--- config.mk ---
export PLATFORM = sky130hd
export DESIGN_NAME = frac_baud_tx
export DESIGN_NICKNAME = d
export VERILOG_FILES = /design/src/rtl/frac_baud_tx.v
export VERILOG_INCLUDE_DIRS = /design/src /design/src/common
export SDC_FILE = /design/constraint.sdc
export NUM_CORES = 1
export LEC_CHECK = 0
export BUFFER_PORTS_ARGS = -buffer_cell sky130_fd_sc_hd__buf_2
export CORE_MARGIN = 2
export CORE_UTILIZATION = 40
export DETAILED_ROUTE_END_ITERATION = 8
export GPL_TIMING_DRIVEN = 1
export REMOVE_ABC_BUFFERS = 1
export SYNTH_ARGS = -nofsm -noshare
export SYNTH_HDL_FRONTEND = slang
export SYNTH_SLANG_ARGS = --single-unit
--- constraint.sdc ---
create_clock -name clk -period 11.38 [get_ports clk]
set_input_delay 1.138 -clock clk [delete_from_list [all_inputs] [get_ports clk]]
set_output_delay 1.138 -clock clk [all_outputs]
set_load 0.05 [all_outputs]
--- src/common/frac_baud_defines.vh ---
// Constants for the fractional rate generator and transmit timing block
`ifndef FRAC_BAUD_DEFINES_VH
`define FRAC_BAUD_DEFINES_VH

// ****************************************************************
// Register addresses (channel-local)
// ****************************************************************
`define ADDR_TX_HOLDING    4'h0
`define ADDR_DIV_LOW       4'h1
`define ADDR_DIV_HIGH      4'h2
`define ADDR_DIV_FRACTION  4'h3
`define ADDR_MODEM_CTRL    4'h4
`define ADDR_LINE_CTRL     4'h5
`define ADDR_LINE_STATUS   4'h6
`define ADDR_EIGHT_X       4'h7
`define ADDR_FOUR_X        4'h8

// ****************************************************************
// Reset values
// ****************************************************************
`define RST_DIV_LOW        8'h01
`define RST_DIV_HIGH       8'h00
`define RST_DIV_FRACTION   8'h00
`define RST_MODE_SELECT    8'h00
`define RST_MODEM_CTRL     8'h00
`define RST_LINE_CTRL      8'h03
`define MODE_ON            8'hFF

// ****************************************************************
// Field positions
// ****************************************************************
`define MCR_PRESCALE_BIT   7
`define LSR_THR_EMPTY_BIT  5
`define LSR_TSR_EMPTY_BIT  6
`define LCR_PARITY_EN_BIT  3
`define LCR_EVEN_BIT       4
`define LCR_STOP_BIT       2
`define LCR_WLEN_MSB       1
`define WORD_LEN_BASE      4'h5
`define FRAC_BITS          4
`define PRESCALE_DIV       2'h3
`define SAMPLES_16X        5'h10
`define SAMPLES_8X         5'h08
`define SAMPLES_4X         5'h04

`endif

--- src/rtl/frac_baud_tx.v ---
// One serial channel: prescaler, fractional rate generator and transmitter
`timescale 1ns/100ps
`include "frac_baud_defines.vh"

module frac_baud_tx #(
    parameter FIFO_DEPTH = 32,
    parameter PTR_W      = 5
) (
    input  wire       clk,
    input  wire       rst,
    input  wire       busSel,
    input  wire       busWr,
    input  wire       busRd,
    input  wire [3:0] busAddr,
    input  wire [7:0] busWrData,
    output reg  [7:0] busRdData_r,
    output reg        txLine_r,
    output reg        sampleTick_r
);

    // ************************************************************
    // Registers
    // ************************************************************
    reg  [7:0]       divLow_r;
    reg  [7:0]       divHigh_r;
    reg  [7:0]       divFraction_r;
    reg  [7:0]       modemCtrl_r;
    reg  [7:0]       lineCtrl_r;
    reg  [7:0]       eightX_r;
    reg  [7:0]       fourX_r;
    reg  [1:0]       preCnt_r;
    reg              preTick;
    reg  [15:0]      intCnt_r;
    reg  [3:0]       fracAcc_r;
    reg  [4:0]       fracSum;
    reg  [15:0]      intDiv;
    reg  [16:0]      periodLen;
    reg  [7:0]       fifoMem [0:FIFO_DEPTH-1];
    reg  [PTR_W-1:0] wrPtr_r;
    reg  [PTR_W-1:0] rdPtr_r;
    reg  [PTR_W:0]   count_r;
    reg  [7:0]       shift_r;
    reg  [3:0]       bitIdx_r;
    reg  [4:0]       sampleCnt_r;
    reg  [4:0]       samplesPerBit;
    reg              parityAcc_r;
    reg  [5:0]       state_r;
    reg  [5:0]       state_nxt;
    reg  [3:0]       dataBits;
    wire             wrEn;
    wire             fifoPush;
    wire             fifoEmpty;
    wire             fifoFull;
    wire             bitEnd;
    wire             tsrEmpty;

    localparam [5:0] S_IDLE   = 6'h01;
    localparam [5:0] S_START  = 6'h02;
    localparam [5:0] S_DATA   = 6'h04;
    localparam [5:0] S_PARITY = 6'h08;
    localparam [5:0] S_STOP1  = 6'h10;
    localparam [5:0] S_STOP2  = 6'h20;

    // Register write strobe shared by every writable register
    assign wrEn     = busSel & busWr;
    assign fifoPush = wrEn & (busAddr == `ADDR_TX_HOLDING) & ~fifoFull;
    assign fifoEmpty = (count_r == {(PTR_W+1){1'b0}});
    assign fifoFull  = (count_r == FIFO_DEPTH[PTR_W:0]);
    assign tsrEmpty  = (state_r == S_IDLE);

    // Register file; reset restores a divisor of one
    always @(posedge clk) begin
        if (rst) begin
            divLow_r      <= `RST_DIV_LOW;
            divHigh_r     <= `RST_DIV_HIGH;
            divFraction_r <= `RST_DIV_FRACTION;
            modemCtrl_r   <= `RST_MODEM_CTRL;
            lineCtrl_r    <= `RST_LINE_CTRL;
            eightX_r      <= `RST_MODE_SELECT;
            fourX_r       <= `RST_MODE_SELECT;
        end else if (wrEn) begin
            case (busAddr)
                `ADDR_DIV_LOW:      divLow_r      <= busWrData;
                `ADDR_DIV_HIGH:     divHigh_r     <= busWrData;
                `ADDR_DIV_FRACTION: divFraction_r <= busWrData;
                `ADDR_MODEM_CTRL:   modemCtrl_r   <= busWrData;
                `ADDR_LINE_CTRL:    lineCtrl_r    <= busWrData;
                `ADDR_EIGHT_X:      eightX_r      <= busWrData;
                `ADDR_FOUR_X:       fourX_r       <= busWrData;
                default: ;
            endcase
        end
    end

    // Read port; status shows FIFO and shifter emptiness
    always @(posedge clk) begin
        if (rst) begin
            busRdData_r <= 8'h00;
        end else if (busSel & busRd) begin
            case (busAddr)
                `ADDR_DIV_LOW:      busRdData_r <= divLow_r;
                `ADDR_DIV_HIGH:     busRdData_r <= divHigh_r;
                `ADDR_DIV_FRACTION: busRdData_r <= divFraction_r;
                `ADDR_MODEM_CTRL:   busRdData_r <= modemCtrl_r;
                `ADDR_LINE_CTRL:    busRdData_r <= lineCtrl_r;
                `ADDR_EIGHT_X:      busRdData_r <= eightX_r;
                `ADDR_FOUR_X:       busRdData_r <= fourX_r;
                `ADDR_LINE_STATUS: begin
                    busRdData_r <= 8'h00;
                    busRdData_r[`LSR_THR_EMPTY_BIT] <= fifoEmpty;
                    busRdData_r[`LSR_TSR_EMPTY_BIT] <= fifoEmpty
                                                       & tsrEmpty;
                end
                default:            busRdData_r <= 8'h00;
            endcase
        end
    end

    // ************************************************************
    // Prescaler and fractional rate generator
    // ************************************************************
    // clk stands for the oscillator input; this channel owns its divider
    always @(posedge clk) begin
        if (rst) begin
            preCnt_r <= 2'h0;
        end else if (preTick) begin
            preCnt_r <= 2'h0;
        end else begin
            preCnt_r <= preCnt_r + 2'h1;
        end
    end

    // Divide by one passes every clock, divide by four every fourth
    always @* begin
        preTick = ~modemCtrl_r[`MCR_PRESCALE_BIT]
                  | (preCnt_r == `PRESCALE_DIV);
    end

    // Integer part from the two bytes; fraction from the low nibble only.
    // A fraction accumulator stretches the period by one input tick each
    // time it overflows, so the average divisor is int + frac/16.
    always @* begin
        intDiv    = {divHigh_r, divLow_r};
        fracSum   = {1'b0, fracAcc_r}
                    + {1'b0, divFraction_r[`FRAC_BITS-1:0]};
        periodLen = {1'b0, intDiv} + {16'h0000, fracSum[4]};
    end

    // Sample tick generator; an integer part of zero ticks on every
    // prescaled clock, since no divisor below one is defined
    always @(posedge clk) begin
        if (rst) begin
            intCnt_r     <= 16'h0001;
            fracAcc_r    <= 4'h0;
            sampleTick_r <= 1'b0;
        end else begin
            sampleTick_r <= 1'b0;
            if (preTick) begin
                if ({1'b0, intCnt_r} >= periodLen) begin
                    intCnt_r     <= 16'h0001;
                    fracAcc_r    <= fracSum[3:0];
                    sampleTick_r <= 1'b1;
                end else begin
                    intCnt_r <= intCnt_r + 16'h0001;
                end
            end
        end
    end

    // ************************************************************
    // Sampling mode; both selects at ones is reserved, 16X is used
    // ************************************************************
    // Odd fractions in 8X mode give half an input tick of jitter per bit,
    // which is accepted rather than compensated.
    always @* begin
        if (eightX_r == `MODE_ON && fourX_r != `MODE_ON)
            samplesPerBit = `SAMPLES_8X;
        else if (fourX_r == `MODE_ON && eightX_r != `MODE_ON)
            samplesPerBit = `SAMPLES_4X;
        else
            samplesPerBit = `SAMPLES_16X;
    end

    assign bitEnd = sampleTick_r && (sampleCnt_r == samplesPerBit - 5'h01);

    // ************************************************************
    // Transmit FIFO behind the holding register
    // ************************************************************
    always @(posedge clk) begin
        if (fifoPush)
            fifoMem[wrPtr_r] <= busWrData;
    end

    // Pointers; a pop occurs when the shifter loads a new character
    // A write while full is dropped rather than overwriting the oldest
    always @(posedge clk) begin
        if (rst) begin
            wrPtr_r <= {PTR_W{1'b0}};
            rdPtr_r <= {PTR_W{1'b0}};
            count_r <= {(PTR_W+1){1'b0}};
        end else begin
            if (fifoPush)
                wrPtr_r <= wrPtr_r + {{(PTR_W-1){1'b0}}, 1'b1};
            if (state_r == S_IDLE && !fifoEmpty)
                rdPtr_r <= rdPtr_r + {{(PTR_W-1){1'b0}}, 1'b1};
            case ({fifoPush, state_r == S_IDLE && !fifoEmpty})
                2'b10:   count_r <= count_r + {{PTR_W{1'b0}}, 1'b1};
                2'b01:   count_r <= count_r - {{PTR_W{1'b0}}, 1'b1};
                default: count_r <= count_r;
            endcase
        end
    end

    // ************************************************************
    // Character framing
    // ************************************************************
    // Next state; one idle cycle always separates two characters
    always @* begin
        dataBits  = {2'b00, lineCtrl_r[`LCR_WLEN_MSB:0]} + `WORD_LEN_BASE;
        state_nxt = state_r;
        case (state_r)
            S_IDLE:   if (!fifoEmpty) state_nxt = S_START;
            S_START:  if (bitEnd) state_nxt = S_DATA;
            S_DATA:   if (bitEnd && bitIdx_r == dataBits - 4'h1)
                          state_nxt = lineCtrl_r[`LCR_PARITY_EN_BIT]
                                      ? S_PARITY : S_STOP1;
            S_PARITY: if (bitEnd) state_nxt = S_STOP1;
            S_STOP1:  if (bitEnd)
                          state_nxt = lineCtrl_r[`LCR_STOP_BIT]
                                      ? S_STOP2 : S_IDLE;
            S_STOP2:  if (bitEnd) state_nxt = S_IDLE;
            default:  state_nxt = S_IDLE;
        endcase
    end

    // Shifter, bit counters and line driver
    always @(posedge clk) begin
        if (rst) begin
            state_r     <= S_IDLE;
            shift_r     <= 8'h00;
            bitIdx_r    <= 4'h0;
            sampleCnt_r <= 5'h00;
            parityAcc_r <= 1'b0;
            txLine_r    <= 1'b1;
        end else begin
            state_r <= state_nxt;
            if (state_r == S_IDLE) begin
                sampleCnt_r <= 5'h00;
                bitIdx_r    <= 4'h0;
                parityAcc_r <= ~lineCtrl_r[`LCR_EVEN_BIT];
                if (!fifoEmpty) begin
                    shift_r  <= fifoMem[rdPtr_r];
                    txLine_r <= 1'b0;
                end else begin
                    txLine_r <= 1'b1;
                end
            end else if (sampleTick_r) begin
                // Bit length counted in sampling clocks
                sampleCnt_r <= bitEnd ? 5'h00
                                      : sampleCnt_r + 5'h01;
                if (bitEnd) begin
                    case (state_nxt)
                        S_DATA: begin
                            txLine_r <= (state_r == S_START)
                                        ? shift_r[0] : shift_r[1];
                            if (state_r == S_DATA) begin
                                shift_r  <= {1'b0, shift_r[7:1]};
                                bitIdx_r <= bitIdx_r + 4'h1;
                            end
                            parityAcc_r <= parityAcc_r
                                ^ ((state_r == S_START)
                                   ? shift_r[0] : shift_r[1]);
                        end
                        S_PARITY: txLine_r <= parityAcc_r;
                        S_IDLE:   txLine_r <= 1'b1;
                        default:  txLine_r <= 1'b1;
                    endcase
                end
            end
        end
    end

endmodule

==> impl_metrics.csv, run 1 <==
group,metric,value,unit
outcome,outcome,"completed",
detailed_routing,vias,10000,
clocking,clock_latency,0.58,ns
timing,fin_ws,6.96,ns
timing,hold_viol,0,
setup_path,r2r-start,"divFraction_r[0]",
setup_path,path_class,"reg -> reg",
grt,grt_first_pass_wirelength,57.5,mm
place,placed_cells,1764,
timing,rsz0062_at_grt,"no",
layout,drive_gt1_share,13.3,%
floorplanning,num_io_pins,27,
timing,finalCritPeriodShare,38.9,%
timing,setup_tns,0,ns
yosys,netlist_area,16700,um2
yosys,synth-seq-cells,389,
layout,nets,1333,
clocking,ctsResizeCount,0,
floorplanning,die_height,208,um
setup_path,worstPathRequired,11.87,ns
layout,antennaDiodeCount,0,
detailed_routing,wl_per_cell,20.3,um
yosys,ys.flop_type,"edfxtp_1",
floorplanning,core,41000,um2
yosys,yosys-top-cells-area,"edfxtp_1, dfxtp_1, mux4_2",
setup_path,critPathLaunchType,"register",
setup_path,cp.arrival,4.91,ns
layout,stdcell_count,1843,
grt,grt_pass1_vias,9837,
yosys,synth_top_area_share,46.0,%
hold_path,min_path_type,"reg -> reg",
timing,setup_viol,0,
setup_path,r2r-end,"fracAcc_r[0]",
layout,final_common_cell,"edfxtp_1",
grt,grt_max_degree,71,
clocking,cts_tree,"done",
setup_path,reg2reg_slack,6.96,ns
detailed_routing,drc,0,
place,hpwl,23.7,mm
hold_path,min_path_cells,1,
place,portBuffers,26,
clocking,clk_pin_slew_worst_paths,0.06,ns
flow_run,drv_cap,0,
timing,slew_viol_final,0,
clocking,cts-root-buf,"clkbuf_16",
yosys,synth.distinct_cells,73,
clocking,hold_buffers,0,
setup_path,worstSetupEndpointType,"register",
pwr,finalPower,3.56,mW
yosys,synth_largest_area_cell,"edfxtp_1",
detailed_routing,first_iter_violations,681,
layout,syn_to_final_growth,11.8,%
detailed_routing,first_pass_iters,6,
floorplanning,initial_core_util,40.8,%
setup_path,reg2reg_depth,18,
yosys,synth_edf_count,256,
yosys,syn_inst,1254,
clocking,post-cts-setup-buffer-count,0,
detailed_routing,finalWirelength,37.4,mm
floorplanning,die_area,43400,um2
timing,worst_slew_pin_slew,1.27,ns
floorplanning,rows,74,
clocking,cts_buffers,43,
clocking,cts_sinks,389,
timing,finalClockSkew,0.0269,ns
timing,timing.fmax,226,MHz
setup_path,endpoint,"fracAcc_r[0]",
timing,period_minus_slack,4.42,ns
floorplanning,dieWidth,208,um
timing,max-slew-margin-rel,14.6,%
grt,grt_usage,17.2,%
yosys,ys_warn_count,0,
yosys,synthArstFlopShare,0,%
layout,most-common-layout-cells,"edfxtp_1, nor2_1, dfxtp_1, mux2i_1, nand2_1",
pwr,leakage,6.01,nW
pwr,p_per_area,191,nW/um2
clocking,h-tree-depth,2,
place,place_ws,7.07,ns
grt,antenna_found_initial,0,
clocking,max-clock-path-buffers,3,
detailed_routing,ant_nets,0,
setup_path,cp_max_fo,6,
yosys,synth-seq-area-share,61.9,%
detailed_routing,routed_via_density,5.43,
place,globalplace.congestion,0.802,
timing,holdWs,0.437,ns
setup_path,crit_path_start,"divFraction_r[0]",
yosys,synth_area_per_cell,13.3,um2
pwr,peakVddDrop,0.000121,V
grt,overflow,0,
cell type report:
cell class,count,area (um2)
clock buffers,56,1170
inverters,21,78.8
flip-flops and latches,389,10400
repair buffers,33,185
fillers,3681,22300
multi-input cells,789,6040
well taps,532,666
clock inverters,23,200
sequential cells by signal (all words and copies together), names as in the netlist, 6 cells and up, named ones only:
signal,flops
count_r,6
shift_r,8
fourX_r,8
fifoMem,256
intCnt_r,16
lineCtrl_r,8
divLow_r,8
divHigh_r,8
modemCtrl_r,8
state_r,6
divFraction_r,8
eightX_r,8
busRdData_r,8
how the worst min path moves through the flow:
stage	start	end	slack, ns
floorplan	preCnt_r[0]	preCnt_r[0]	0.40
global placement	preCnt_r[0]	preCnt_r[0]	0.42
detailed placement	preCnt_r[0]	preCnt_r[0]	0.44
CTS	preCnt_r[0]	preCnt_r[0]	0.45
global route	preCnt_r[0]	preCnt_r[0]	0.45
finish	preCnt_r[0]	preCnt_r[0]	0.44
cells in the mapped netlist, drive strengths merged, types with 11 or more instances:
cell type  number
nand3          18
edfxtp        256
o21ai          14
dfxtp         133
buf            24
inv            21
a31oi          11
nand4          32
xor2           29
nor2          183
mux2i          95
nor2b          15
a22oi          20
mux4           50
nor3           29
nand2          71
a21oi          42
xnor2          25
clkbuf         31
ha             37
report_power, final:
part | total [mW] | switching, mW | internal (mW) | leakage [nW]
clock network | 1.34 | 0.563 | 0.773 | 0.666
registers | 1.59 | 0.0418 | 1.55 | 3.38
logic | 0.641 | 0.376 | 0.265 | 1.97
routing by layer:
metal	GRT usage (%)	wire, um	up-vias
met3	2.23	1570	55
li1	-	-	4761
met1	24.0	17100	4971
met2	28.3	17900	218
met5	0	0	-
met4	4.99	756	0
through the flow:
step	util [%]	cell area (um2)
after floorplan	-	16500
after global placement	42.2	17300
after detailed placement	42.2	17300
after CTS	45.6	18700
after global routing	45.6	18700
final	45.6	18700
worst max-delay path, stage by stage (launching register included):
cell and delay (ns):
dfxtp_1 0.36, ha_1 0.18, inv_1 0.05, fa_1 0.39, nor2b_1 0.12, o21ai_0 0.08
nand2b_1 0.08, ha_1 0.18, ha_1 0.21, and2_0 0.37, nand4_1 0.17, xor2_1 0.17
ha_1 0.27, and3_1 0.18, a221o_1 0.35, a211o_1 0.33, o31ai_1 0.54, o21ai_0 0.16
a21oi_1 0.16
cell families (layout without fill, tap and decap cells):
kind of cell | after synthesis | in the layout | synth area share, %
flip-flops | 389 | 389 | 61.9
AND/OR/NAND/NOR | 410 | 410 | 11.9
AO/OA/AOI/OAI | 140 | 140 | 5.90
multiplexers | 146 | 146 | 12.5
XOR/XNOR | 54 | 54 | 2.83
adder cells (fa/ha/maj) | 39 | 39 | 3.01
buffers and inverters | 76 | 133 | 1.93
Note: power is estimated with default switching activity, not from simulation.
==> inputs of run 2 (changes only) <==
ABC_AREA = 1   (was not set)
clock period = 4.2 ns   (was 11.38 ns; I/O delays follow)
==> run 2 against run 1 <==
Against the previous run: utilization about the same; cell area increased by 2.5%; non-clock buffer count increased by 19; combinational power increased to 3.6 times the previous value; largest cell class unchanged; largest power group unchanged.
==> impl_metrics.csv, run 2 <==
group,metric,value,unit
outcome,outcome,"completed",
setup_path,path_class,"reg -> reg",
clocking,hold_buffers,0,
place,hpwl,26.0,mm
layout,antennaDiodeCount,0,
setup_path,r2r-end,"intCnt_r[8]",
hold_path,min_path_cells,4,
floorplanning,num_io_pins,27,
layout,drive_gt1_share,8.71,%
yosys,yosysMostFrequentCell,"nand2_1",
setup_path,cp_max_fo,7,
timing,hold_viol,0,
yosys,synth_area_per_cell,9.78,um2
flow_run,drv_cap,0,
layout,fillers,3951,
setup_path,worst_path_max_delay_cell,"fa_1",
floorplanning,die_height,211,um
hold_path,min_from,"busRd",
floorplanning,die_area,44400,um2
timing,finalClockSkew,0.0132,ns
yosys,synth_largest_area_cell,"edfxtp_1",
setup_path,crit_chain,"ha_1 -> inv_1 -> fa_1 -> o21ai_1 -> ha_2 -> nand3_1 -> nor2_2 -> nand3_1 -> nor3_2 -> nand2_2 -> nor4_2 -> xor2_1 -> ha_1 -> buf_4 -> nand4_1 -> nor2_1 -> nor2_2 -> nand3_4 -> nand2_4 -> nand2_8 -> buf_12 -> nor2_4",
timing,finalCritPeriodShare,92.4,%
pwr,power.switching,3.20,mW
setup_path,cp.arrival,4.38,ns
yosys,synthArstFlopShare,0,%
timing,fin_ws,0.319,ns
grt,grt_max_degree,99,
setup_path,r2r-start,"divFraction_r[0]",
clocking,cts_sinks,389,
detailed_routing,routed_via_density,5.32,
setup_path,crit_path_start,"divFraction_r[0]",
layout,stdcell_count,2341,
timing,setup_viol,0,
place,globalplace.congestion,0.841,
yosys,synth-seq-area-share,60.5,%
place,place_ws,0.0984,ns
clocking,h-tree-depth,2,
grt,grt_first_pass_wirelength,66.9,mm
detailed_routing,first_iter_violations,822,
setup_path,reg2reg_depth,22,
place,portBuffers,26,
setup_path,reg2reg_slack,0.32,ns
grt,grt_pass1_vias,11900,
layout,syn_to_final_growth,12.0,%
setup_path,worstSetupEndpointType,"register",
pwr,swShare,31.5,%
pwr,peakVddDrop,0.000340,V
detailed_routing,ant_nets,0,
layout,largest_register_ffs,256,
floorplanning,dieWidth,211,um
clocking,cts-root-buf,"clkbuf_16",
timing,slew_viol_final,0,
floorplanning,core,42000,um2
timing,period_minus_slack,3.88,ns
yosys,syn_inst,1750,
yosys,synth-seq-cells,389,
grt,antenna_found_initial,0,
layout,top_regs,"fifoMem: 256 flops, intCnt_r: 16 flops",
layout,most-common-layout-cells,"nand2_1, edfxtp_1, nor2_1, o21ai_0, inv_1",
yosys,synth.distinct_cells,46,
pwr,intPower,6.98,mW
layout,largest-register,"fifoMem",
timing,worst_slew_pin_slew,1.09,ns
setup_path,worstPathRequired,4.70,ns
detailed_routing,vias,12400,
yosys,ys_warn_count,0,
grt,overflow,0,
timing,timing.fmax,258,MHz
floorplanning,initial_core_util,40.7,%
clocking,clk_pin_slew_worst_paths,0.06,ns
timing,max-slew-margin-rel,27.5,%
floorplanning,rows,75,
hold_path,min_path_type,"in -> reg",
clocking,cts_tree,"done",
pwr,pwr-share-seq,42.1,%
detailed_routing,drc,0,
pwr,clock_power_share,35.4,%
clocking,clock_latency,0.57,ns
setup_path,worst_path_largest_cell_delay,0.40,ns
setup_path,cp_top_family,"simple AND/OR/NAND/NOR gates",
setup_path,worst-path-buf-inv,3,
layout,nets,1824,
yosys,yosys-top-cells-area,"edfxtp_1, dfxtp_1, nand2_1",
detailed_routing,first_pass_iters,5,
timing,holdWs,0.320,ns
grt,grt_usage,19.3,%
yosys,synth_edf_count,256,
yosys,synth_common_cells,"nand2_1, edfxtp_1, nor2_1, o21ai_0, inv_1",
setup_path,critPathLaunchType,"register",
pwr,leakage,6.90,nW
layout,final_common_cell,"nand2_1",
pwr,pwr-share-comb,22.5,%
pwr,p_per_area,532,nW/um2
yosys,netlist_area,17100,um2
hold_path,hold_end,"busRdData_r[7]",
yosys,synth_top_area_share,44.9,%
yosys,ys.flop_type,"edfxtp_1",
clocking,cts_buffers,43,
place,placed_cells,2252,
clocking,max-clock-path-buffers,3,
detailed_routing,wl_per_cell,18.1,um
detailed_routing,finalWirelength,42.4,mm
layout,fin_util,45.6,%
## run 2: cell count changes after synthesis, sizes merged, moves of 66 or more
cell,delta
o21ai,+177
a21oi,+66
nand3,+112
mux2i,-95
nand2,+202
inv,+121
## run 2: layout make-up
type	count	area [um2]	share of cell area (%)
clock inverters	11	76.3	0.398
flip-flops and latches	389	10400	54.1
repair buffers	52	350	1.83
inverters	144	542	2.83
well taps	539	674	3.52
clock buffers	68	1280	6.69
multi-input cells	1138	5880	30.7
## run 2: cells by family after synthesis
logic type,count (synthesis),synth area share (%)
buf+inv,223,5.29
flops,389,60.5
xor+xnor,30,1.54
compound gates,390,12.3
simple gates,679,17.4
fa+ha+maj,39,2.94
## run 2: how the worst max path moves through the flow
stage,endpoint,cells past startpoint
3_3_place_gp,intCnt_r[4],22
5_1_grt,fracAcc_r[2],24
2_1_floorplan,shift_r[0],9
3_5_place_dp,intCnt_r[8],21
6_report,intCnt_r[8],22
4_1_cts,intCnt_r[8],21
## run 2: through the flow
| stage | total power [mW] | TNS, ns | instance area (um2) |
|---|---|---|---|
| 2_1_floorplan | 5.85 | -1.40 | 16700 |
| 3_3_place_gp | 6.59 | 0 | 17700 |
| 3_5_place_dp | 6.64 | 0 | 17700 |
| 4_1_cts | 10.2 | 0 | 19100 |
| 5_1_grt | 10.7 | -0.00319 | 19200 |
| 6_report | 10.2 | 0 | 19200 |
## run 2: power groups by stage
stage | Combinational [mW] | Sequential (mW) | Clock, mW
2_1_floorplan | 1.40 | 4.45 | 0
3_3_place_gp | 2.23 | 4.36 | 0
3_5_place_dp | 2.27 | 4.37 | 0
4_1_cts | 2.28 | 4.29 | 3.67
5_1_grt | 2.57 | 4.30 | 3.83
6_report | 2.29 | 4.28 | 3.60
## run 2: per-layer routing
metal  share of wire [%]  vias to the layer above  GRT usage, %  routed length [um]
li1                    -                     6120             -                   -
met1                  45                     5988          26.1               19100
met2                  48                      277          32.3               20300
met3                 4.9                       63          2.82                2080
met4                 2.1                        0          5.73                 883
met5                   0                        -             0                   0
## run 2: timing repair
| item | in CTS | in global routing |
|---|---|---|
| resized for setup | 0 | 8 |
| setup buffers | 0 | 10 |
| endpoints found under the hold margin | 0 | 0 |
| setup endpoints to repair | 0 | 15 |
## run 2: tightest hold or removal path: stages
cell and delay [ns]:
buf_2 0.08, nand2_1 0.18, nand2_1 0.11, a21oi_1 0.05
==> inputs of run 3 (changes only) <==
CORE_MARGIN = not set   (was 2)
SLEW_MARGIN = 10   (was not set)
==> run 3 against run 2 <==
Against the previous run: via count about the same; utilization rose by 0.056 points; worst hold slack worse by 0.014 ns; count of clock-buffer cells in the layout down 15; sequential power is essentially flat; first-iteration DRC count rose by 25%.
==> impl_metrics.csv, run 3 (same netlist as run 2, synthesis figures left out) <==
group,metric,value,unit
clocking,h-tree-depth,2,
timing,setup_viol,0,
timing,holdWs,0.306,ns
setup_path,path_class,"reg -> reg",
setup_path,reg2reg_slack,0.27,ns
timing,slew_viol_final,0,
layout,final_common_cell,"nand2_1",
setup_path,cp.arrival,4.38,ns
setup_path,worstSetupEndpointType,"register",
timing,worst_slew_pin_slew,1.13,ns
pwr,peakVddDrop,0.000289,V
detailed_routing,first_pass_iters,7,
grt,overflow,0,
flow_run,drv_cap,0,
layout,largest-register,"fifoMem",
outcome,outcome,"completed",
detailed_routing,wl_per_cell,18.2,um
place,portBuffers,26,
layout,most-common-layout-cells,"nand2_1, edfxtp_1, nor2_1, o21ai_0, inv_1",
detailed_routing,drc,0,
hold_path,hold_end,"busRdData_r[0]",
timing,timing.fmax,255,MHz
hold_path,min_path_type,"in -> reg",
pwr,clock_power_share,36.2,%
layout,antennaDiodeCount,0,
detailed_routing,m1WireLength,19.2,mm
floorplanning,rows,75,
clocking,cts_buffers,42,
floorplanning,die_area,43600,um2
place,place_ws,0.0734,ns
setup_path,r2r-end,"intCnt_r[14]",
layout,fillers,3952,
clocking,clock_latency,0.57,ns
place,hpwl,25.8,mm
timing,finalClockSkew,0.0138,ns
pwr,p_per_area,538,nW/um2
detailed_routing,first_iter_violations,1031,
floorplanning,num_io_pins,27,
detailed_routing,finalWirelength,42.4,mm
pwr,intPower,7.08,mW
floorplanning,initial_core_util,40.7,%
layout,drive_gt1_share,8.45,%
setup_path,cp_max_fo,7,
grt,antenna_found_initial,0,
detailed_routing,top_layer,"met4",
detailed_routing,routed_via_density,5.33,
floorplanning,dieWidth,209,um
detailed_routing,vias,12500,
grt,grt_max_degree,94,
detailed_routing,wl_met2,19.9,mm
clocking,clk_pin_slew_worst_paths,0.06,ns
timing,hold_viol,0,
detailed_routing,wl_met3,2.23,mm
pwr,power.switching,3.23,mW
grt,grt_first_pass_wirelength,65.9,mm
timing,max-slew-margin-rel,24.9,%
setup_path,critPathLaunchType,"register",
detailed_routing,ant_nets,0,
floorplanning,die_height,209,um
pwr,finalPower,10.3,mW
pwr,swShare,31.3,%
layout,top_regs,"fifoMem: 256 flops, intCnt_r: 16 flops",
setup_path,r2r-start,"divFraction_r[0]",
layout,fin_util,45.6,%
layout,largest_register_ffs,256,
pwr,leakage,6.89,nW
layout,finalInstanceArea,19200,um2
clocking,cts_tree,"done",
timing,period_minus_slack,3.93,ns
place,globalplace.congestion,0.857,
setup_path,reg2reg_depth,21,
clocking,max-clock-path-buffers,3,
clocking,cts_sinks,389,
pwr,pwr-share-comb,22.2,%
timing,finalCritPeriodShare,93.5,%
hold_path,min_from,"busRd",
clocking,cts-root-buf,"clkbuf_16",
timing,fin_ws,0.274,ns
grt,grt_usage,19.3,%
place,dpl_cell_area,17700,um2
layout,nets,1821,
layout,syn_to_final_growth,12.1,%
floorplanning,core,42000,um2
pwr,pwr-share-seq,41.6,%
grt,grt_pass1_vias,11800,
setup_path,worstPathRequired,4.66,ns
hold_path,min_path_cells,4,
## run 3: changes by cell type in the layout (fill, tap and decap cells not counted), sizes merged, moves of 3 or more
cell | previous run | this run
clkinv | 12 | 18
bufinv | 0 | 5
clkinvlp | 0 | 3
clkbuf | 68 | 53
buf | 52 | 48
## run 3: how the worst max path moves through the flow
stage,start,endpoint,cells after the start
after floorplan,register,shift_r[0],9
after global placement,divFraction_r[0],intCnt_r[14],21
after detailed placement,divFraction_r[0],intCnt_r[14],20
after CTS,divFraction_r[0],intCnt_r[14],21
after global routing,divFraction_r[0],fracAcc_r[2],21
final,divFraction_r[0],intCnt_r[14],21
## run 3: routing by layer
layer,vias up,global-route usage [%]
li1,6103,-
met5,-,0
met3,64,2.98
met1,5982,26.5
met2,307,31.3
met4,0,6.29
## run 3: timing repair
| action | in CTS | in global routing |
|---|---|---|
| endpoints found under the setup margin | 0 | 18 |
| setup buffers | 0 | 6 |
| hold buffers | 0 | 0 |
| resized for setup | 0 | 10 |
## run 3: worst max-delay path: stages (launching register included)
cell and delay, ns:
dfxtp_1 0.37, ha_1 0.18, inv_1 0.06, fa_1 0.41
o21ai_1 0.16, ha_1 0.20, nand3_2 0.11, nor2_2 0.14
nand3_1 0.12, nor3_2 0.26, nand2_2 0.11, nor2_1 0.13
xor2_1 0.17, inv_1 0.06, ha_1 0.29, nand4_1 0.11
nor4_1 0.28, nand2_1 0.19, nand3_4 0.16, nand2_8 0.10
nand2_8 0.14, nor2_1 0.07
## run 3: layout make-up
| type | count | area (um2) | share of cell area (%) |
|---|---|---|---|
| Sequential cell | 389 | 10400 | 54.0 |
| Multi-Input combinational cell | 1140 | 5920 | 30.9 |
| Clock buffer | 53 | 1110 | 5.80 |
| Tap cell | 539 | 674 | 3.52 |
| Inverter | 144 | 542 | 2.82 |
| Timing Repair Buffer | 48 | 308 | 1.60 |
| Clock inverter | 24 | 268 | 1.40 |
## run 3: power groups by stage
stage	registers, mW	clock network (mW)	logic, mW
6_report	4.29	3.73	2.28
5_1_grt	4.31	3.94	2.56
4_1_cts	4.29	3.79	2.27
3_5_place_dp	4.37	0	2.26
3_3_place_gp	4.37	0	2.23
2_1_floorplan	4.45	0	1.40
## run 3: metrics by stage
step,std cells,setup TNS (ns)
after floorplan,1671,-1.40
after global placement,2252,0
after detailed placement,2252,0
after CTS,2329,0
after global routing,2337,-0.0572
final,2337,0
